<file path="src/verilog/irps_pkg.sv">
// Constants and types shared by the I2C register port of the video link switch.
// Assumes one 20 MHz system clock; all pins are synchronised before use.
// What this block does
// - Restore pin low returns every register to its default, at any time.
// - Answer seven-bit address 10010 plus two strap bits, sent MSB first.
// - Write direction bit zero after address; device acknowledges.
// - Eight-bit pointer follows address, MSB first; device acknowledges and latches it.
// - One data byte after the pointer is stored and acknowledged.
// - Repeated start after a write begins a new transfer without stop.
// - Write then repeated start read returns the register the pointer selected.
// - Read: write pointer, repeated start, address with direction one, acknowledge.
// - Read drives eight register bits onto the data line, MSB first.
// - Controller acknowledge of a read byte makes the device send the next.
// - Controller NACK then stop ends a read; device releases data line.
// - Channel register bit 2 picks pins (zero) or channel field (one).
// - Channel field 00, 01, 10, 11 selects inputs A, B, C, D.
// - Output register bit 3 picks enable pin (zero) or enable bit (one).
// - Enable bit, when in force, disables output at zero, enables at one.
// - Output register bit 1 sets drive current: 10 mA or 20 mA.
// - Output register bit 0 at zero turns output termination off.
// - Output register bit 0 at one turns output termination on.
package irps_pkg;
   // Target address
   localparam logic [4:0] ADDR_UPPER = 5'h12;
   // Register offsets
   localparam logic [7:0] CHAN_SEL_OFS = 8'h00;
   localparam logic [7:0] OUT_CTL_OFS = 8'h01;
   // Values after reset and implemented bits
   localparam logic [7:0] CHAN_SEL_RST = 8'h00;
   localparam logic [7:0] OUT_CTL_RST = 8'h07;
   localparam logic [7:0] CHAN_SEL_MASK = 8'h07;
   localparam logic [7:0] OUT_CTL_MASK = 8'h0f;
   // Field positions
   localparam int INPUT_CHOICE_SOURCE_BIT = 2;
   localparam int OUT_EN_SRC_BIT = 3;
   localparam int OUT_EN_BIT = 2;
   localparam int OUT_CUR_BIT = 1;
   localparam int OUT_TERM_BIT = 0;
   // Bit counter end and acknowledge phases
   localparam logic [2:0] BIT_LAST = 3'h7;
   localparam logic [1:0] PH_WAIT = 2'h0;
   localparam logic [1:0] PH_HELD = 2'h1;
   localparam logic [1:0] PH_SAMPLED = 2'h2;
   // Pin synchroniser value after reset: scl, sda, restore high
   localparam logic [7:0] PIN_IDLE = 8'he0;
   // Serial port states
   typedef enum logic [3:0] {
      ST_IDLE, ST_ADDR, ST_AACK, ST_PTR, ST_PACK,
      ST_WDATA, ST_WACK, ST_RDATA, ST_RACK, ST_IGNORE
   } irps_state_t;
endpackage

</file>
<file path="src/verilog/irps_sync.sv">
// Two-stage synchroniser for a group of pin levels.
// Assumes the inputs are slow levels; there is no glitch filter, so any level seen at a clock edge passes.
`timescale 1ns/1ns
`default_nettype none
module irps_sync #(
   parameter int WIDTH = 1,
   parameter logic [WIDTH-1:0] INIT = '0
) (
   // Clock and reset
   input wire logic sys_clk_i,
   input wire logic rst_b_i,
   // Levels
   input wire logic [WIDTH-1:0] async_i,
   output logic [WIDTH-1:0] sync_o
);
   logic [WIDTH-1:0] meta;
   logic [WIDTH-1:0] next_meta;
   logic [WIDTH-1:0] next_sync;

   if (WIDTH < 1) begin : g_chk
      $error("irps_sync needs WIDTH of at least 1");
   end

   // First stage is read only by the second
   always_comb begin
      next_meta = async_i;
      next_sync = meta;
   end

   always_ff @(posedge sys_clk_i) begin
      if (!rst_b_i) begin
         meta <= INIT;
         sync_o <= INIT;
      end else begin
         meta <= next_meta;
         sync_o <= next_sync;
      end
   end
endmodule
`default_nettype wire

</file>
<file path="src/verilog/irps_regs.sv">
// Channel select and output control registers with their pin/register muxes.
// Assumes write strobe, pointer and data come from the serial port on the same clock.
`timescale 1ns/1ns
`default_nettype none
module irps_regs (
   // Clock and reset
   input wire logic sys_clk_i,
   input wire logic rst_b_i,
   // Synchronised restore pin, active low
   input wire logic restore_n_i,
   // Register access
   input wire logic wr_en_i,
   input wire logic [7:0] addr_i,
   input wire logic [7:0] wr_data_i,
   output logic [7:0] rd_data_o,
   // Synchronised parallel pins
   input wire logic [1:0] sel_pins_i,
   input wire logic en_pin_i,
   // Link controls
   output logic [1:0] active_input_o,
   output logic output_enable_o,
   output logic output_current_level_o,
   output logic output_termination_on_o
);
   logic [7:0] chan_sel;
   logic [7:0] out_ctl;
   logic [7:0] next_chan_sel;
   logic [7:0] next_out_ctl;
   logic [1:0] next_active;
   logic next_enable;

   // Restore beats a write in the same cycle
   always_comb begin
      next_chan_sel = chan_sel;
      next_out_ctl = out_ctl;
      if (!restore_n_i) begin
         next_chan_sel = irps_pkg::CHAN_SEL_RST;
         next_out_ctl = irps_pkg::OUT_CTL_RST;
      end else if (wr_en_i) begin
         if (addr_i == irps_pkg::CHAN_SEL_OFS) begin
            next_chan_sel = wr_data_i & irps_pkg::CHAN_SEL_MASK;
         end
         if (addr_i == irps_pkg::OUT_CTL_OFS) begin
            next_out_ctl = wr_data_i & irps_pkg::OUT_CTL_MASK;
         end
      end
      // Source muxes
      if (chan_sel[irps_pkg::INPUT_CHOICE_SOURCE_BIT]) begin
         next_active = chan_sel[1:0];
      end else begin
         next_active = sel_pins_i;
      end
      if (out_ctl[irps_pkg::OUT_EN_SRC_BIT]) begin
         next_enable = out_ctl[irps_pkg::OUT_EN_BIT];
      end else begin
         next_enable = en_pin_i;
      end
   end

   // Unmapped pointers read as zero
   assign rd_data_o = (addr_i == irps_pkg::CHAN_SEL_OFS) ? chan_sel :
                      (addr_i == irps_pkg::OUT_CTL_OFS) ? out_ctl : 8'h00;

   always_ff @(posedge sys_clk_i) begin
      if (!rst_b_i) begin
         chan_sel <= irps_pkg::CHAN_SEL_RST;
         out_ctl <= irps_pkg::OUT_CTL_RST;
         active_input_o <= 2'h0;
         output_enable_o <= 1'b0;
         output_current_level_o <= irps_pkg::OUT_CTL_RST[irps_pkg::OUT_CUR_BIT];
         output_termination_on_o <= irps_pkg::OUT_CTL_RST[irps_pkg::OUT_TERM_BIT];
      end else begin
         chan_sel <= next_chan_sel;
         out_ctl <= next_out_ctl;
         active_input_o <= next_active;
         output_enable_o <= next_enable;
         output_current_level_o <= out_ctl[irps_pkg::OUT_CUR_BIT];
         output_termination_on_o <= out_ctl[irps_pkg::OUT_TERM_BIT];
      end
   end
endmodule
`default_nettype wire

</file>
<file path="src/verilog/irps_top.sv">
// Top of the I2C register port: serial target state machine and register block.
// Assumes SCL and SDA are open-drain bus lines far slower than the 20 MHz clock;
// no clock stretching is done, so the controller sets the bit rate alone.
`timescale 1ns/1ns
`default_nettype none
module irps_top (
   // Clock and reset
   input wire logic sys_clk_i,
   input wire logic rst_b_i,
   // Serial bus, data line open drain
   input wire logic scl_i,
   input wire logic sda_i,
   output logic sda_o,
   output logic sda_oe_o,
   // Address straps and restore pin
   input wire logic [1:0] addr_strap_i,
   input wire logic restore_defaults_n_i,
   // Parallel control pins
   input wire logic [1:0] chan_select_pins_i,
   input wire logic output_enable_pin_i,
   // Link controls
   output logic [1:0] active_input_o,
   output logic output_enable_o,
   output logic output_current_level_o,
   output logic output_termination_on_o
);
   logic [7:0] pins_s;
   logic scl_s;
   logic sda_s;
   logic restore_s;
   logic [1:0] sel_s;
   logic en_s;
   logic [1:0] strap_s;
   logic scl_q;
   logic sda_q;
   logic scl_rise;
   logic scl_fall;
   logic start_det;
   logic stop_det;
   logic quiet;
   irps_pkg::irps_state_t state;
   irps_pkg::irps_state_t next_state;
   logic [2:0] bit_cnt;
   logic [2:0] next_cnt;
   logic [7:0] shreg;
   logic [7:0] next_sh;
   logic [7:0] ptr;
   logic [7:0] next_ptr;
   logic [1:0] ack_ph;
   logic [1:0] next_ph;
   logic m_ack;
   logic next_m_ack;
   logic next_oe;
   logic wr_en;
   logic next_wr;
   logic [7:0] rd_data;

   // Address compare against the fixed upper bits and the straps
   function automatic logic irps_addr_hit(input logic [6:0] addr, input logic [1:0] strap);
      return addr == {irps_pkg::ADDR_UPPER, strap};
   endfunction

   // All pins cross into the clock domain together
   irps_sync #(
      .WIDTH(8),
      .INIT(irps_pkg::PIN_IDLE)
   ) u_sync (
      .sys_clk_i(sys_clk_i),
      .rst_b_i(rst_b_i),
      .async_i({scl_i, sda_i, restore_defaults_n_i, chan_select_pins_i,
                output_enable_pin_i, addr_strap_i}),
      .sync_o(pins_s)
   );

   assign scl_s = pins_s[7];
   assign sda_s = pins_s[6];
   assign restore_s = pins_s[5];
   assign sel_s = pins_s[4:3];
   assign en_s = pins_s[2];
   assign strap_s = pins_s[1:0];

   // Bus events from synchronised levels only
   assign scl_rise = scl_s && !scl_q;
   assign scl_fall = !scl_s && scl_q;
   assign start_det = scl_s && scl_q && sda_q && !sda_s;
   assign stop_det = scl_s && scl_q && !sda_q && sda_s;
   assign quiet = !start_det && !stop_det;

   // Serial target; SDA changes only after a SCL fall, so our own
   // drive can never look like a start or stop
   always_comb begin
      next_state = state;
      next_cnt = bit_cnt;
      next_sh = shreg;
      next_ptr = ptr;
      next_ph = ack_ph;
      next_m_ack = m_ack;
      next_oe = sda_oe_o;
      next_wr = 1'b0;
      if (stop_det) begin
         next_state = irps_pkg::ST_IDLE;
         next_oe = 1'b0;
         next_ph = irps_pkg::PH_WAIT;
      end else if (start_det) begin
         // Repeated start is taken in any state, pointer kept
         next_state = irps_pkg::ST_ADDR;
         next_cnt = 3'h0;
         next_oe = 1'b0;
         next_ph = irps_pkg::PH_WAIT;
      end else begin
         case (state)
            irps_pkg::ST_IDLE: begin
               next_oe = 1'b0;
            end
            irps_pkg::ST_ADDR: begin
               if (scl_rise) begin
                  next_sh = {shreg[6:0], sda_s};
                  next_cnt = bit_cnt + 3'h1;
                  if (bit_cnt == irps_pkg::BIT_LAST) begin
                     if (irps_addr_hit(shreg[6:0], strap_s)) begin
                        next_state = irps_pkg::ST_AACK;
                     end else begin
                        next_state = irps_pkg::ST_IGNORE;
                     end
                  end
               end
            end
            irps_pkg::ST_AACK: begin
               // Direction bit sits in the low bit of the shifter
               if (scl_fall) begin
                  if (ack_ph == irps_pkg::PH_WAIT) begin
                     next_oe = 1'b1;
                     next_ph = irps_pkg::PH_HELD;
                  end else begin
                     next_ph = irps_pkg::PH_WAIT;
                     next_cnt = 3'h0;
                     if (shreg[0]) begin
                        next_sh = rd_data;
                        next_oe = !rd_data[7];
                        next_state = irps_pkg::ST_RDATA;
                     end else begin
                        next_oe = 1'b0;
                        next_state = irps_pkg::ST_PTR;
                     end
                  end
               end
            end
            irps_pkg::ST_PTR: begin
               if (scl_rise) begin
                  next_sh = {shreg[6:0], sda_s};
                  next_cnt = bit_cnt + 3'h1;
                  if (bit_cnt == irps_pkg::BIT_LAST) begin
                     next_ptr = {shreg[6:0], sda_s};
                     next_state = irps_pkg::ST_PACK;
                  end
               end
            end
            irps_pkg::ST_PACK, irps_pkg::ST_WACK: begin
               if (scl_fall) begin
                  if (ack_ph == irps_pkg::PH_WAIT) begin
                     next_oe = 1'b1;
                     next_ph = irps_pkg::PH_HELD;
                  end else begin
                     next_oe = 1'b0;
                     next_ph = irps_pkg::PH_WAIT;
                     next_cnt = 3'h0;
                     next_state = irps_pkg::ST_WDATA;
                  end
               end
            end
            irps_pkg::ST_WDATA: begin
               // Pointer stays put so a following read sees this register
               if (scl_rise) begin
                  next_sh = {shreg[6:0], sda_s};
                  next_cnt = bit_cnt + 3'h1;
                  if (bit_cnt == irps_pkg::BIT_LAST) begin
                     next_wr = 1'b1;
                     next_state = irps_pkg::ST_WACK;
                  end
               end
            end
            irps_pkg::ST_RDATA: begin
               if (scl_rise) begin
                  next_cnt = bit_cnt + 3'h1;
                  if (bit_cnt == irps_pkg::BIT_LAST) begin
                     next_ptr = ptr + 8'h01;
                     next_ph = irps_pkg::PH_WAIT;
                     next_state = irps_pkg::ST_RACK;
                  end
               end else if (scl_fall) begin
                  next_sh = {shreg[6:0], 1'b0};
                  next_oe = !shreg[6];
               end
            end
            irps_pkg::ST_RACK: begin
               if (scl_fall && ack_ph == irps_pkg::PH_WAIT) begin
                  next_oe = 1'b0;
                  next_ph = irps_pkg::PH_HELD;
               end else if (scl_rise && ack_ph == irps_pkg::PH_HELD) begin
                  next_m_ack = !sda_s;
                  next_ph = irps_pkg::PH_SAMPLED;
               end else if (scl_fall && ack_ph == irps_pkg::PH_SAMPLED) begin
                  next_ph = irps_pkg::PH_WAIT;
                  next_cnt = 3'h0;
                  if (m_ack) begin
                     next_sh = rd_data;
                     next_oe = !rd_data[7];
                     next_state = irps_pkg::ST_RDATA;
                  end else begin
                     next_oe = 1'b0;
                     next_state = irps_pkg::ST_IGNORE;
                  end
               end
            end
            irps_pkg::ST_IGNORE: begin
               // Waits for stop or repeated start with the line released
               next_oe = 1'b0;
            end
            default: begin
               next_state = irps_pkg::ST_IDLE;
               next_oe = 1'b0;
            end
         endcase
      end
   end

   always_ff @(posedge sys_clk_i) begin
      if (!rst_b_i) begin
         state <= irps_pkg::ST_IDLE;
         bit_cnt <= 3'h0;
         shreg <= 8'h00;
         ptr <= 8'h00;
         ack_ph <= irps_pkg::PH_WAIT;
         m_ack <= 1'b0;
         sda_oe_o <= 1'b0;
         sda_o <= 1'b0;
         wr_en <= 1'b0;
         scl_q <= 1'b1;
         sda_q <= 1'b1;
      end else begin
         state <= next_state;
         bit_cnt <= next_cnt;
         shreg <= next_sh;
         ptr <= next_ptr;
         ack_ph <= next_ph;
         m_ack <= next_m_ack;
         sda_oe_o <= next_oe;
         sda_o <= 1'b0;
         wr_en <= next_wr;
         scl_q <= scl_s;
         sda_q <= sda_s;
      end
   end

   // Registers and link control muxes
   irps_regs u_regs (
      .sys_clk_i(sys_clk_i),
      .rst_b_i(rst_b_i),
      .restore_n_i(restore_s),
      .wr_en_i(wr_en),
      .addr_i(ptr),
      .wr_data_i(shreg),
      .rd_data_o(rd_data),
      .sel_pins_i(sel_s),
      .en_pin_i(en_s),
      .active_input_o(active_input_o),
      .output_enable_o(output_enable_o),
      .output_current_level_o(output_current_level_o),
      .output_termination_on_o(output_termination_on_o)
   );
endmodule
`default_nettype wire

</file>
<file path="config.mk">
export PLATFORM = sky130hd
export DESIGN_NAME = irps_top
export DESIGN_NICKNAME = d
export VERILOG_FILES = /design/src/verilog/irps_pkg.sv /design/src/verilog/irps_sync.sv /design/src/verilog/irps_regs.sv /design/src/verilog/irps_top.sv
export SDC_FILE = /design/constraint.sdc
export NUM_CORES = 1
export LEC_CHECK = 0
export ABC_AREA = 1
export ABC_CLOCK_PERIOD_IN_PS = 4280
export BUFFER_PORTS_ARGS = -buffer_cell sky130_fd_sc_hd__buf_2
export CAP_MARGIN = 20
export CORE_ASPECT_RATIO = 0.5
export CORE_MARGIN = 2
export CORE_UTILIZATION = 55
export CTS_BUF_LIST = sky130_fd_sc_hd__clkbuf_8
export DETAILED_ROUTE_END_ITERATION = 8
export GPL_TIMING_DRIVEN = 0
export PLACE_DENSITY = 0.74
export SYNTH_ARGS = -nofsm -noshare
export SYNTH_HDL_FRONTEND = slang
export SYNTH_SLANG_ARGS = --single-unit
</file>
<file path="constraint.sdc">
create_clock -name sys_clk_i -period 4.28 [get_ports sys_clk_i]
set_clock_uncertainty 0.2 [all_clocks]
set_input_delay 0.214 -clock sys_clk_i [delete_from_list [all_inputs] [get_ports sys_clk_i]]
set_output_delay 0.214 -clock sys_clk_i [all_outputs]
set_load 0.005 [all_outputs]
</file>
==> results of run 1 <==
==> worst max path at each step <==
stage	startpoint	to	slack, ns	cells after the start
global route	ptr[0]$_SDFFE_PN0P_	u_regs.chan_sel[0]$_SDFFE_PN0P_	2.04	6
floorplan	bit_cnt[0]$_SDFFE_PN0P_	ack_ph[0]$_SDFFE_PP0P_	2.62	9
finish	ptr[0]$_SDFFE_PN0P_	u_regs.chan_sel[0]$_SDFFE_PN0P_	2.26	6
detailed placement	bit_cnt[0]$_SDFFE_PN0P_	ack_ph[0]$_SDFFE_PP0P_	2.29	9
CTS	state[0]$_SDFFE_PP0P_	ptr[1]$_SDFFE_PN0P_	2.27	7
global placement	bit_cnt[0]$_SDFFE_PN0P_	ptr[1]$_SDFFE_PN0P_	2.31	8
==> Yosys cell counts (all sizes together) <==
| library cell | count |
|---|---|
| nand3b | 1 |
| dfxtp | 57 |
| nor3 | 8 |
| nor2 | 79 |
| nand4 | 6 |
| a31o | 1 |
| a21oi | 15 |
| nor4 | 2 |
| nand2 | 131 |
| inv | 58 |
| xor2 | 1 |
| nand3 | 40 |
| o221ai | 1 |
| or2 | 8 |
| o21ai | 21 |
| a211oi | 1 |
| o2111ai | 1 |
| o211ai | 7 |
| ha | 5 |
| clkbuf | 5 |
| buf | 7 |
| conb | 1 |
| o21bai | 3 |
==> kinds of logic (layout without fill, tap and decap cells) <==
kind of cell	Yosys count	count (layout)
buffers and inverters	70	110
xor gates and xnor gates	1	1
DFF	57	57
and+or+nand+nor	275	275
other	1	1
adders and majority gates	5	5
AOI/OAI and AO/OA	50	50
==> power breakdown <==
part | total [mW] | switching (mW) | internal, mW | leakage [nW]
logic | 0.490 | 0.315 | 0.175 | 1.14
clock network | 0.572 | 0.239 | 0.333 | 0.110
registers | 0.665 | 0.0703 | 0.595 | 0.465
total | 1.73 | 0.624 | 1.10 | 1.71
==> layout make-up <==
class	instances	area, um2	area share
Buffer	12	68.8	0.0199
Clock buffer	9	124	0.0359
Clock inverter	7	103	0.0297
Inverter	58	218	0.0631
Multi-Input combinational cell	332	1550	0.448
Sequential cell	57	1140	0.331
Tap cell	70	87.6	0.0254
Timing Repair Buffer	24	165	0.0478
==> flip-flops by register name, summed over array words and instances (netlist names) <==
name	count
ack_ph	2
u_regs.out_ctl	4
shreg	7
u_regs.output_enable_o	1
wr_en	1
sda_q	1
ptr	8
u_sync.meta	8
u_regs.output_termination_on_o	1
m_ack	1
u_regs.output_current_level_o	1
state	4
sda_oe_o	1
u_sync.sync_o	8
scl_q	1
u_regs.chan_sel	3
bit_cnt	3
u_regs.active_input_o	2
==> per-stage QoR <==
| stage | hold WS [ns] | setup slack [ns] |
|---|---|---|
| 3_3_place_gp | 0.194 | 2.31 |
| 5_1_grt | 0.215 | 2.04 |
| 2_1_floorplan | 0.112 | 2.62 |
| 4_1_cts | 0.207 | 2.27 |
| 3_5_place_dp | 0.196 | 2.29 |
| 6_report | 0.207 | 2.26 |
==> layer usage <==
metal	wire [um]	vias up	global-route usage	share of wire
met2	3250	125	0.401	0.44
met1	3410	1341	0.351	0.46
met4	108	0	0.0824	0.015
li1	-	1532	-	-
met5	0	-	0	0
met3	661	16	0.0609	0.089
==> worst min-delay path, stage by stage (launching register included) <==
cell and delay (ns):
dfxtp_1 0.31, nand2_1 0.04, inv_1 0.04
==> timing repair <==
| item | CTS | global route |
|---|---|---|
| endpoints found under the hold margin | 9 | 0 |
| hold buffers | 9 | 0 |
| endpoints found under the setup margin | 0 | 0 |
==> impl_metrics.json, run 1 <==
{
  "status": "finished clean",
  "synth_top_area_cell": "dfxtp_1",
  "netlist.area_leader.share": 0.384,
  "yosys.cell_types.count": 32,
  "syn_area_um2": 2970,
  "power_density_nw_per_um2": 500,
  "syn_area_per_cell_um2": 6.48,
  "final_common_cell": "nand2_1",
  "layout.cells.non_filler": 569,
  "cts_htree_levels": 3,
  "r2r_cells": 6,
  "setup-tns-final_ns": 0,
  "clockBufferDepth": 2,
  "gp_congestion": 0.906,
  "fin_crit_sh": 0.471,
  "drt_iter0_drc": 261,
  "io_pins": 17,
  "post_cts_resized": 0,
  "ys.warnings.count": 0,
  "ys_ff_latch": 57,
  "r2r-end": "u_regs.chan_sel[0]$_SDFFE_PN0P_",
  "period_needed_ns": 2.02,
  "drc": 0,
  "synth_mux_area_frac": 0,
  "final_cell_mix": "nand2_1, nor2_1, dfxtp_1",
  "globalRouteTotalUtil": 0.257,
  "grt_first_pass_wirelength_um": 12000,
  "synthSimpleGateAreaFrac": 0.397,
  "dpl.cell_count": 544,
  "postSynthCellCount": 459,
  "rows": 18,
  "antenna_found_initial": 0,
  "critPathCaptureType": "register",
  "rsz0062_at_grt": "false",
  "initial_utilization": 0.587,
  "cts.sinks": 57,
  "synth_top_family_by_area": "simple AND/OR/NAND/NOR gates",
  "min_to": "u_sync.sync_o[1]$_SDFF_PN0_",
  "hpwlAfterDp_um": 5450,
  "cap_viol_max_count": 0,
  "cts_buffers": 9,
  "critical-path-max-stage-delay_ns": 0.61,
  "leakage_nw": 1.71,
  "die_w_um": 108,
  "ys_top_cells_by_area": "dfxtp_1, nand2_1, nor2_1",
  "drt_first_pass_iters": 5,
  "synth-compound-area-share": 0.0972,
  "crit_family": "simple AND/OR/NAND/NOR gates",
  "tritoncts": "yes",
  "r2r_setup_slack_ns": 2.26,
  "vdd.ir_drop.worst_mv": 0.345,
  "hold_class": "reg -> reg",
  "grt_pass1_vias": 2644,
  "ant_nets": 0,
  "drv_slew": 0,
  "cp_cell_sequence": "inv_1, ha_1, nand4_1, nor4_1, o21ai_0, a21oi_1",
  "vias": 3014,
  "power.total_mw": 1.73,
  "min-delay-start": "u_sync.meta[1]$_SDFF_PN0_",
  "finalWirelength_um": 7440,
  "grt_max_degree": 13,
  "antenna_cells": 0,
  "post_cts_buffers": 0,
  "fmax_mhz": 496,
  "port_buffers": 15,
  "r2r_start": "ptr[0]$_SDFFE_PN0P_",
  "worstSkewPairLatency_ns": 0.35,
  "cp.required_ns": 4.37,
  "stdcell_area_um2": 3450,
  "synthAdderAreaFrac": 0.0210,
  "clk_pin_slew_ns": 0.08,
  "slew_headroom": 0.487,
  "ys_seq_area_frac": 0.384,
  "finish.net_count": 509,
  "drive_gt1_frac": 0.126,
  "wl_per_cell_um": 13.1,
  "setup_viol": 0,
  "synth_xor_area_frac": 0.00295,
  "root_buffer": "clkbuf_8",
  "overflow": 0,
  "core_um2": 5070,
  "crit_buf_inv": 1,
  "dieArea_um2": 6040,
  "start_kind": "register",
  "final_util": 0.681,
  "arrival_ns": 2.10,
  "dpl-instance-area_um2": 3140,
  "fillers": 443,
  "vias_per_cell": 5.30,
  "crit_type": "reg -> reg",
  "tightest_slew_ns": 0.763,
  "holdPathStages": 2,
  "die_y_um": 56.0,
  "synth_fp_nets": 474,
  "cp_slowest_cell": "nor4_1",
  "crit_path_max_fanout": 6,
  "hold_viol_final": 0,
  "area_growth_pct": 16.1
}
(Power assumes the default switching activity.)
==> run 2, diff against run 1 <==
ABC_CLOCK_PERIOD_IN_PS = 2009   (was 4280)
clock period = 2.01 ns   (was 4.28 ns; I/O delays follow)
==> impl_metrics.json, run 2 (synthesized netlist as in run 1, its figures left out) <==
{
  "root_buffer": "clkbuf_8",
  "vdd.ir_drop.worst_mv": 0.755,
  "crit_path_max_fanout": 10,
  "grt_max_degree": 13,
  "antenna_found_initial": 0,
  "hold_viol_final": 0,
  "cts_htree_levels": 3,
  "hold_class": "reg -> reg",
  "cap_viol_max_count": 0,
  "crit_type": "reg -> reg",
  "drv_slew": 0,
  "r2r_setup_slack_ns": 0.11,
  "io_pins": 17,
  "vias_per_cell": 5.28,
  "tightest_slew_ns": 0.530,
  "final_common_cell": "nand2_1",
  "globalRouteTotalUtil": 0.259,
  "arrival_ns": 1.93,
  "ant_nets": 0,
  "final_cell_mix": "nand2_1, nor2_1, dfxtp_1",
  "core_um2": 5070,
  "dieArea_um2": 6040,
  "drive_gt1_frac": 0.153,
  "initial_utilization": 0.587,
  "worstSkewPairLatency_ns": 0.35,
  "setup_ws_ns": 0.112,
  "power.total_mw": 3.69,
  "rows": 18,
  "cp_slowest_cell": "dfxtp_1",
  "tritoncts": "yes",
  "vias": 3027,
  "rsz0062_at_grt": "false",
  "cp_common_cell": "nand2_1",
  "cp.required_ns": 2.04,
  "cts.sinks": 57,
  "post-place-ws_ns": 0.0199,
  "slew_headroom": 0.647,
  "gp_congestion": 0.906,
  "leakage_nw": 1.74,
  "fin_crit_sh": 0.944,
  "drt_first_pass_iters": 5,
  "port_buffers": 15,
  "setup_viol": 0,
  "finalWirelength_um": 7590,
  "finish.net_count": 513,
  "power_density_nw_per_um2": 1050,
  "die_y_um": 56.0,
  "drc": 0,
  "status": "finished clean",
  "period_needed_ns": 1.90,
  "cts_buffers": 9,
  "hpwlAfterDp_um": 5450,
  "overflow": 0,
  "drt_iter0_drc": 217,
  "critPathCaptureType": "register",
  "critical-path-max-stage-delay_ns": 0.30,
  "grt_pass1_vias": 2672,
  "clk_pin_slew_ns": 0.07,
  "antenna_cells": 0,
  "die_w_um": 108,
  "start_kind": "register",
  "setup-tns-final_ns": 0,
  "wl_per_cell_um": 13.2,
  "area_growth_pct": 18.9,
  "largestRegisters": "ptr x8, u_sync.meta x8, u_sync.sync_o x8",
  "cp_cell_sequence": "buf_2, nand2_1, nor2_4, buf_4, nand2_1, nand2_1, nor2_1, nand2_1, nor2_2, buf_6, nand2_1, nand2_1, nor2_1",
  "grt_first_pass_wirelength_um": 12100,
  "fmax_mhz": 527,
  "clockBufferDepth": 2
}
run 2: changes by cell type in the layout (fill, tap and decap cells not counted), sizes merged:
cell,change
buf,+1
clkbuf,+1
dlygate4sd3,+2
run 2: stage by stage:
stage / instances / utilization / cell area [um2] / hold slack [ns]
floorplan: 459 / - / 2970 / -0.00187
global placement: 544 / 0.619 / 3140 / 0.0810
detailed placement: 544 / 0.619 / 3140 / 0.0861
CTS: 571 / 0.685 / 3470 / 0.207
global route: 573 / 0.697 / 3530 / 0.215
finish: 573 / 0.697 / 3530 / 0.206
run 2: repair_timing:
| item | CTS | global route |
|---|---|---|
| hold buffers | 11 | 0 |
| endpoints found under the hold margin | 12 | 0 |
| gates resized for setup | 0 | 18 |
| endpoints found under the setup margin | 0 | 25 |
| setup buffers | 0 | 2 |
run 2: layer usage:
metal / share of wire / up-vias / GRT usage
li1: - / 1537 / -
met1: 0.46 / 1357 / 0.351
met2: 0.45 / 123 / 0.410
met3: 0.077 / 10 / 0.0609
met4: 0.0098 / 0 / 0.0824
met5: 0 / - / 0
run 2: final timing paths:
check | startpoint | to | depth (start not counted)
hold / removal | u_sync.meta[1]$_SDFF_PN0_ | u_sync.sync_o[1]$_SDFF_PN0_ | 2
setup / recovery | state[1]$_SDFFE_PP0P_ | shreg[6]$_SDFFE_PN0P_ | 13
hold reg to reg | u_sync.meta[1]$_SDFF_PN0_ | u_sync.sync_o[1]$_SDFF_PN0_ | 2
setup reg to reg | state[1]$_SDFFE_PP0P_ | shreg[6]$_SDFFE_PN0P_ | 13
run 2: critical path, delay by kind of cell (launching register included):
| kind | cells | cell delay (ns) |
|---|---|---|
| buffers and inverters | 3 | 0.45 |
| DFF | 1 | 0.30 |
| and+or+nand+nor | 10 | 0.85 |
run 2: layout make-up:
cell class / instances / area (um2)
clock buffers: 9 / 124
inverters: 58 / 218
plain buffers: 12 / 73.8
multi-input cells: 332 / 1580
fillers: 436 / 1530
well taps: 70 / 87.6
clock inverters: 7 / 103
repair buffers: 28 / 200
flip-flops and latches: 57 / 1140
run 2: report_power, final:
part / switching [mW] / internal (mW)
Sequential: 0.154 / 1.27
Combinational: 0.675 / 0.383
Clock: 0.504 / 0.709
Total: 1.33 / 2.36
